<file path="src/addr_decode_pkg.sv">
// shared constants and types for the system address decoder
package addr_decode_pkg;

    // ==========================================================
    // widths
    localparam int ADDR_W = 16;

    // ==========================================================
    // region bounds
    localparam logic [15:0] IO_LO     = 16'h0000;
    localparam logic [15:0] IO_HI     = 16'h005f;
    localparam logic [15:0] RAM_LO    = 16'h0060;
    localparam logic [15:0] RAM_HI    = 16'h015f;
    localparam logic [15:0] GAP_LO    = 16'h0160;
    localparam logic [15:0] GAP_HI    = 16'hdfff;
    localparam logic [15:0] FLASH_LO  = 16'he000;
    localparam logic [15:0] FLASH_HI  = 16'hfdff;
    localparam logic [15:0] SYS_LO    = 16'hfe00;
    localparam logic [15:0] SYS_HI    = 16'hfe0f;
    localparam logic [15:0] MON_LO    = 16'hfe10;
    localparam logic [15:0] MON_HI    = 16'hff48;
    localparam logic [15:0] HOLE1_LO  = 16'hff49;
    localparam logic [15:0] HOLE1_HI  = 16'hff7d;
    localparam logic [15:0] FTEST_AD  = 16'hff57;
    localparam logic [15:0] FPROT_AD  = 16'hff7e;
    localparam logic [15:0] HOLE2_LO  = 16'hff7f;
    localparam logic [15:0] HOLE2_HI  = 16'hffd1;
    localparam logic [15:0] VEC_LO    = 16'hffd2;
    localparam logic [15:0] VEC_HI    = 16'hffff;
    localparam logic [15:0] WDOG_AD   = 16'hffff;

    // ==========================================================
    // system register page, low nibble of the address
    localparam logic [3:0] SYS_BRK_STAT  = 4'h0;
    localparam logic [3:0] SYS_RST_STAT  = 4'h1;
    localparam logic [3:0] SYS_RSV_2     = 4'h2;
    localparam logic [3:0] SYS_BRK_FLAG  = 4'h3;
    localparam logic [3:0] SYS_RSV_4     = 4'h4;
    localparam logic [3:0] SYS_RSV_5     = 4'h5;
    localparam logic [3:0] SYS_RSV_6     = 4'h6;
    localparam logic [3:0] SYS_RSV_7     = 4'h7;
    localparam logic [3:0] SYS_FL_CTRL   = 4'h8;
    localparam logic [3:0] SYS_UNIMP_9   = 4'h9;
    localparam logic [3:0] SYS_RSV_A     = 4'ha;
    localparam logic [3:0] SYS_UNIMP_B   = 4'hb;
    localparam logic [3:0] SYS_BKPT_HI   = 4'hc;
    localparam logic [3:0] SYS_BKPT_LO   = 4'hd;
    localparam logic [3:0] SYS_BRK_CTRL  = 4'he;
    localparam logic [3:0] SYS_VMON      = 4'hf;

    // ==========================================================
    // decode targets
    typedef enum logic [4:0] {
        T_NONE,
        T_IO,
        T_RAM,
        T_FLASH,
        T_BREAK_STATUS,
        T_RESET_STATUS,
        T_BREAK_FLAG,
        T_FLASH_CTRL,
        T_BKPT_HIGH,
        T_BKPT_LOW,
        T_BREAK_CTRL,
        T_VMON_CTRL,
        T_MON_ROM,
        T_FLASH_TEST,
        T_FLASH_PROT,
        T_VECTOR,
        T_WATCHDOG,
        T_RESERVED
    } target_t;

    // classifier result
    typedef struct packed {
        target_t     tgt;
        logic        unimp;
        logic        read_only;
        logic [15:0] base;
    } class_t;

    // registered access presented to the selected target
    typedef struct packed {
        target_t     tgt;
        logic        rd;
        logic        wr;
        logic [15:0] offset;
    } access_t;

endpackage

</file>
<file path="src/region_classify.sv">
// combinational address classifier for the 64 kbyte map
`timescale 1ns/1ps
module region_classify (
    input  wire logic [15:0]                 addr_i,
    output addr_decode_pkg::class_t          cls_o
);

    // ==========================================================
    // system page lookup
    function automatic addr_decode_pkg::target_t sys_tgt(
        input logic [3:0] idx
    );
        case (idx)
            addr_decode_pkg::SYS_BRK_STAT: begin
                sys_tgt = addr_decode_pkg::T_BREAK_STATUS;
            end
            addr_decode_pkg::SYS_RST_STAT: begin
                sys_tgt = addr_decode_pkg::T_RESET_STATUS;
            end
            addr_decode_pkg::SYS_BRK_FLAG: begin
                sys_tgt = addr_decode_pkg::T_BREAK_FLAG;
            end
            addr_decode_pkg::SYS_FL_CTRL: begin
                sys_tgt = addr_decode_pkg::T_FLASH_CTRL;
            end
            addr_decode_pkg::SYS_BKPT_HI: begin
                sys_tgt = addr_decode_pkg::T_BKPT_HIGH;
            end
            addr_decode_pkg::SYS_BKPT_LO: begin
                sys_tgt = addr_decode_pkg::T_BKPT_LOW;
            end
            addr_decode_pkg::SYS_BRK_CTRL: begin
                sys_tgt = addr_decode_pkg::T_BREAK_CTRL;
            end
            addr_decode_pkg::SYS_VMON: begin
                sys_tgt = addr_decode_pkg::T_VMON_CTRL;
            end
            addr_decode_pkg::SYS_UNIMP_9,
            addr_decode_pkg::SYS_UNIMP_B: begin
                sys_tgt = addr_decode_pkg::T_NONE;
            end
            default: begin
                sys_tgt = addr_decode_pkg::T_RESERVED;
            end
        endcase
    endfunction

    // ==========================================================
    // priority decode; single locations inside holes come first
    always_comb begin
        cls_o           = '0;
        cls_o.tgt       = addr_decode_pkg::T_NONE;
        cls_o.unimp     = 1'b0;
        cls_o.read_only = 1'b0;
        cls_o.base      = addr_i;
        if (addr_i <= addr_decode_pkg::IO_HI) begin
            cls_o.tgt  = addr_decode_pkg::T_IO;
            cls_o.base = addr_decode_pkg::IO_LO;
        end else if (addr_i <= addr_decode_pkg::RAM_HI) begin
            cls_o.tgt  = addr_decode_pkg::T_RAM;
            cls_o.base = addr_decode_pkg::RAM_LO;
        end else if (addr_i <= addr_decode_pkg::GAP_HI) begin
            cls_o.unimp = 1'b1;
        end else if (addr_i <= addr_decode_pkg::FLASH_HI) begin
            cls_o.tgt  = addr_decode_pkg::T_FLASH;
            cls_o.base = addr_decode_pkg::FLASH_LO;
        end else if (addr_i <= addr_decode_pkg::SYS_HI) begin
            cls_o.tgt   = sys_tgt(addr_i[3:0]);
            cls_o.unimp = (cls_o.tgt == addr_decode_pkg::T_NONE);
        end else if (addr_i <= addr_decode_pkg::MON_HI) begin
            cls_o.tgt       = addr_decode_pkg::T_MON_ROM;
            cls_o.read_only = 1'b1;
            cls_o.base      = addr_decode_pkg::MON_LO;
        end else if (addr_i == addr_decode_pkg::FTEST_AD) begin
            cls_o.tgt = addr_decode_pkg::T_FLASH_TEST;
        end else if (addr_i <= addr_decode_pkg::HOLE1_HI) begin
            cls_o.unimp = 1'b1;
        end else if (addr_i == addr_decode_pkg::FPROT_AD) begin
            cls_o.tgt = addr_decode_pkg::T_FLASH_PROT;
        end else if (addr_i <= addr_decode_pkg::HOLE2_HI) begin
            cls_o.unimp = 1'b1;
        end else begin
            cls_o.tgt       = addr_decode_pkg::T_VECTOR;
            cls_o.read_only = 1'b1;
            cls_o.base      = addr_decode_pkg::VEC_LO;
        end
    end

endmodule

</file>
<file path="src/sys_addr_decoder.sv">
// registered system address decoder with illegal-address reset request
//
// Summary of operation
// - every 16-bit address falls into exactly one region class.
// - any unimplemented access requests an illegal-address reset.
// - writes to read-only locations other than 0xffff produce no write strobe, nothing changes.
// - reads of implemented space have no side effect; a read of 0xffff never reaches watchdog.
// - 0x0000 to 0x005f selects the i/o register page.
// - ram spans 0x0060-0x015f; 0x0160-0xdfff is unimplemented.
// - 0xe000 to 0xfdff selects the user flash array.
// - 0xfe00-0xfe0f system registers, reserved and unimplemented slots.
// - 0xfe10 to 0xff48 selects the monitor rom.
// - 0xff49-0xff7d unimplemented except flash test control at 0xff57.
// - 0xff7e flash protect; 0xff7f-0xffd1 unimplemented.
// - 0xffd2 to 0xffff selects the vector area.
// - 0xffff reads reset vector low byte; writes go to watchdog control.
// - flash test control decodes at 0xff57, apart from flash control.
`timescale 1ns/1ps
module sys_addr_decoder (
    input  wire logic                        clk_i,
    input  wire logic                        arst_n_i,
    input  wire logic [15:0]                 addr_i,
    input  wire logic                        rd_i,
    input  wire logic                        wr_i,
    output addr_decode_pkg::access_t         acc_o,
    output logic                             illegal_rst_o
);

    // ==========================================================
    // classification
    addr_decode_pkg::class_t  cls;
    addr_decode_pkg::access_t acc_d;
    addr_decode_pkg::access_t acc_q;
    logic                     access;
    logic                     illegal_d;
    logic                     illegal_q;

    region_classify u_classify (
        .addr_i (addr_i),
        .cls_o  (cls)
    );

    assign access = rd_i | wr_i;

    // ==========================================================
    // access steering
    always_comb begin
        acc_d        = '0;
        acc_d.tgt    = addr_decode_pkg::T_NONE;
        acc_d.offset = addr_i - cls.base;
        if (access && !cls.unimp) begin
            acc_d.tgt = cls.tgt;
            acc_d.rd  = rd_i;
            acc_d.wr  = wr_i && !cls.read_only;
            if (addr_i == addr_decode_pkg::WDOG_AD && wr_i) begin
                // write side of the last vector byte is watchdog control
                acc_d.tgt    = addr_decode_pkg::T_WATCHDOG;
                acc_d.wr     = 1'b1;
                acc_d.rd     = 1'b0;
                acc_d.offset = '0;
            end
            // reserved slots take no write strobe; an errant write is dropped
            if (cls.tgt == addr_decode_pkg::T_RESERVED) begin
                acc_d.wr = 1'b0;
            end
        end
    end

    // reserved never counts as unimplemented
    assign illegal_d = access && cls.unimp;

    // ==========================================================
    // output registers
    always_ff @(posedge clk_i or negedge arst_n_i) begin
        if (!arst_n_i) begin
            acc_q     <= '0;
        end else begin
            acc_q     <= acc_d;
        end
    end

    // one pulse per offending access cycle
    always_ff @(posedge clk_i or negedge arst_n_i) begin
        if (!arst_n_i) begin
            illegal_q <= 1'b0;
        end else begin
            illegal_q <= illegal_d;
        end
    end

    assign acc_o         = acc_q;
    assign illegal_rst_o = illegal_q;
endmodule

</file>
<file path="config.mk">
export PLATFORM = sky130hd
export DESIGN_NAME = sys_addr_decoder
export DESIGN_NICKNAME = d
export VERILOG_FILES = /design/src/addr_decode_pkg.sv /design/src/region_classify.sv /design/src/sys_addr_decoder.sv
export SDC_FILE = /design/constraint.sdc
export NUM_CORES = 1
export LEC_CHECK = 0
export ABC_AREA = 1
export BUFFER_PORTS_ARGS = -buffer_cell sky130_fd_sc_hd__buf_2
export CORE_ASPECT_RATIO = 0.7
export CORE_MARGIN = 4
export CORE_UTILIZATION = 25
export CTS_CLUSTER_DIAMETER = 30
export DETAILED_ROUTE_END_ITERATION = 8
export PLACE_DENSITY = 0.46
export REMOVE_ABC_BUFFERS = 1
export SLEW_MARGIN = 20
export SYNTH_ARGS = -nofsm -noshare
export SYNTH_HDL_FRONTEND = slang
export SYNTH_SLANG_ARGS = --single-unit
</file>
<file path="constraint.sdc">
create_clock -name clk_i -period 0.8 [get_ports clk_i]
set_input_delay 0.08 -clock clk_i [delete_from_list [all_inputs] [get_ports clk_i]]
set_output_delay 0.08 -clock clk_i [all_outputs]
set_load 0.01 [all_outputs]
</file>
==> impl_metrics.tcl <==
set metrics [dict create \
    slew_violations 0 \
    place_inst 586 \
    hp-class "in2reg" \
    start_util_pct 25.77 \
    synth-warning-count 0 \
    pwr-share-comb_pct 47.1 \
    syn2layout_area_growth_pct 99.77 \
    fin_nets 545 \
    place_area_um2 3281 \
    detail-route-antenna-nets 0 \
    cp_common_cell "nand2_1" \
    tightest_slew_ns 0.3118 \
    setup_viol 48 \
    required_ns 0.99 \
    worstPathArrival_ns 2.35 \
    drtPass1Iterations 4 \
    yosysSeqAreaShare_pct 27.49 \
    leakage_nw 2.225 \
    port_buffers 43 \
    clockRootBuffer "clkbuf_16" \
    yosys_register_bits 24 \
    p_switching_mw 1.787 \
    p_per_area_nw_per_um2 1253 \
    async_flop_share_pct 100.0 \
    critPathTopFamily "simple AND/OR/NAND/NOR gates" \
    slew_headroom_pct 79.21 \
    final.fill_count 829 \
    startpoint_type "primary input" \
    synth_top_cells_by_count "nand2_1 (84), inv_1 (49), nor2_1 (40)" \
    final_cells 622 \
    drc 0 \
    maxCapViolCount 0 \
    utilization_pct 51.48 \
    peakVddDrop_uv 993.2 \
    synth_top_area_share_pct 27.49 \
    grt_max_degree 25 \
    ys.flop_type "dfrtp_1" \
    violations "setup timing" \
    synth_area_leader_cell "dfrtp_1" \
    ios 44 \
    stdcell_area_um2 4364 \
    drt-total-wl_um 7883 \
    vias 2670 \
    min_period_over_period_pct 269.1 \
    core_um2 8478 \
    path_cells "buf_8 > inv_6 > ha_4 > inv_2 > nor2_2 > nand2_1 > nand2_1 > nand2_1 > nand2_2 > nand3_4 > a21oi_4 > nor2_4 > and3_4 > ha_4 > inv_4 > fa_2 > nand3_2 > nand2_2 > buf_6 > nand4_1 > o2111ai_2 > nand2_1 > nand2_1 > nor2_1" \
    syn_inst 328 \
    clk_pin_slew_ns 0.07 \
    cp_max_fo 3 \
    netlist-cell-type-count 34 \
    track_usage_pct 14.94 \
    rsz0062_at_grt "true" \
    grt_pass1_vias 2657 \
    gr-total-overflow 0 \
    fmaxAchievable_mhz 464.5 \
    rows 28 \
    clockPowerShare_pct 26.9 \
    die_h_um 86.21 \
    antenna_found_initial 0 \
    antennaDiodeCount 0 \
    cts_max_path_buffers 2 \
    worst_slack_ns -1.353 \
    synth_area_per_cell_um2 6.660 \
    synth_edf_count 0 \
    synth_area_leaders "dfrtp_1 (27%), nand2_1 (14%), ha_1 (12%)" \
    yosysMostFrequentCell "nand2_1" \
    sequentialPowerShare_pct 25.9 \
    routed_via_density 4.293 \
    syn_area_um2 2185 \
    grt_pass1_wl_um 12560 \
    wl_per_cell_um 12.67 \
    endpoint_kind "register" \
    slowest_delay_ns 0.34 \
    die_area_um2 10320 \
    cts_htree_levels 1 \
    cts.sink_count 24 \
    die_w_um 119.7 \
    intPower_mw 3.681 \
    gp_congestion 0.9034 \
    hpwl_um 5812 \
    switching_share_pct 32.68 \
    period_minus_slack_ns 2.153 \
    hold_viol_final 0 \
    drtIter0Drc 102 \
    cts_tree "done" \
    crit_type "in2reg" \
    layout-drive-gt1-share_pct 59.56 \
    cts_buffers 3 \
    crit_path_top_delay_cell "fa_2" \
    status "finished, violations left" \
    path_buf_inv 5 \
]
## cells by family (layout without fill, tap and decap cells)
kind of cell	Yosys count	in the layout	share of synthesized area [%]
buffers and inverters	54	228	9.450
DFF	24	24	27.49
xor gates and xnor gates	5	5	2.005
and+or+nand+nor	176	176	36.02
AOI/OAI and AO/OA	47	47	12.08
adders and majority gates	22	22	12.94
## stage by stage
step | setup TNS, ns | setup WS (ns) | total power, mW | hold slack, ns
floorplan | -26.32 | -1.758 | 2.319 | -0.2156
global placement | -33.04 | -1.928 | 3.249 | 0.08130
CTS | -25.52 | -1.415 | 5.132 | 0.07356
global route | -30.80 | -1.558 | 5.784 | 0.1048
detailed placement | -33.78 | -2.005 | 3.258 | 0.08645
finish | -26.76 | -1.353 | 5.468 | 0.07354
## timing repair
| item | 4_1_cts | 5_1_grt |
|---|---|---|
| endpoints found under the setup margin | 48 | 48 |
| hold buffers | 1 | 0 |
| resized for setup | 109 | 61 |
| hold endpoints to repair | 24 | 0 |
| buffers inserted | 29 | 10 |
| pin swaps | 53 | 46 |
## power groups by stage
stage	combinational, mW	clock [mW]	sequential [mW]
2_1_floorplan	0.769	0	1.55
6_report	2.58	1.47	1.42
3_3_place_gp	1.81	0	1.44
4_1_cts	2.24	1.48	1.42
3_5_place_dp	1.82	0	1.44
5_1_grt	2.81	1.54	1.44
## state kept, by name, indices dropped and copies added (netlist names)
register	count
acc_o	23
illegal_rst_o	1
## final cells by class
type | instances | area, um2 | share of cell area, %
timing repair buffer | 172 | 1316 | 30.16
inverter | 52 | 209.0 | 4.788
clock inverter | 1 | 30.03 | 0.6881
multi-input combinational | 250 | 1983 | 45.44
sequential | 24 | 600.6 | 13.76
tap | 120 | 150.1 | 3.440
clock buffer | 3 | 75.07 | 1.720
## layer usage
layer | wire, um | vias up | GRT usage (%)
li1 | - | 1402 | -
met1 | 3824 | 1210 | 20.79
met2 | 3720 | 50 | 25.05
met3 | 229 | 8 | 1.826
met4 | 109 | 0 | 3.326
met5 | 0 | - | 0
## path summary, 6_finish.rpt
path | startpoint | endpoint | slack [ns] | cells after the start
worst min-delay path | rd_i | acc_o[17] | 0.07 | 3
worst max-delay path | addr_i[0] | acc_o[12] | -1.35 | 24
min in group asynchronous | arst_n_i | acc_o[0] | 0.33 | 3
max in group asynchronous | arst_n_i | acc_o[11] | 0.23 | 3
## layout by cell type (no fill, tap or decap), drive strengths merged, types with 2 or more instances in the layout
master and count:
nand4 4, nand3 28, xor2 2, o21ai 12, o31ai 2, clkbuf 3, inv 51, nor2 45
or2 2, a21o 2, ha 21, buf 171, a21boi 2, dfrtp 24, a21oi 25, nor3 5
nand2 90, xnor2 3
Note: power is estimated with default switching activity, not from simulation.
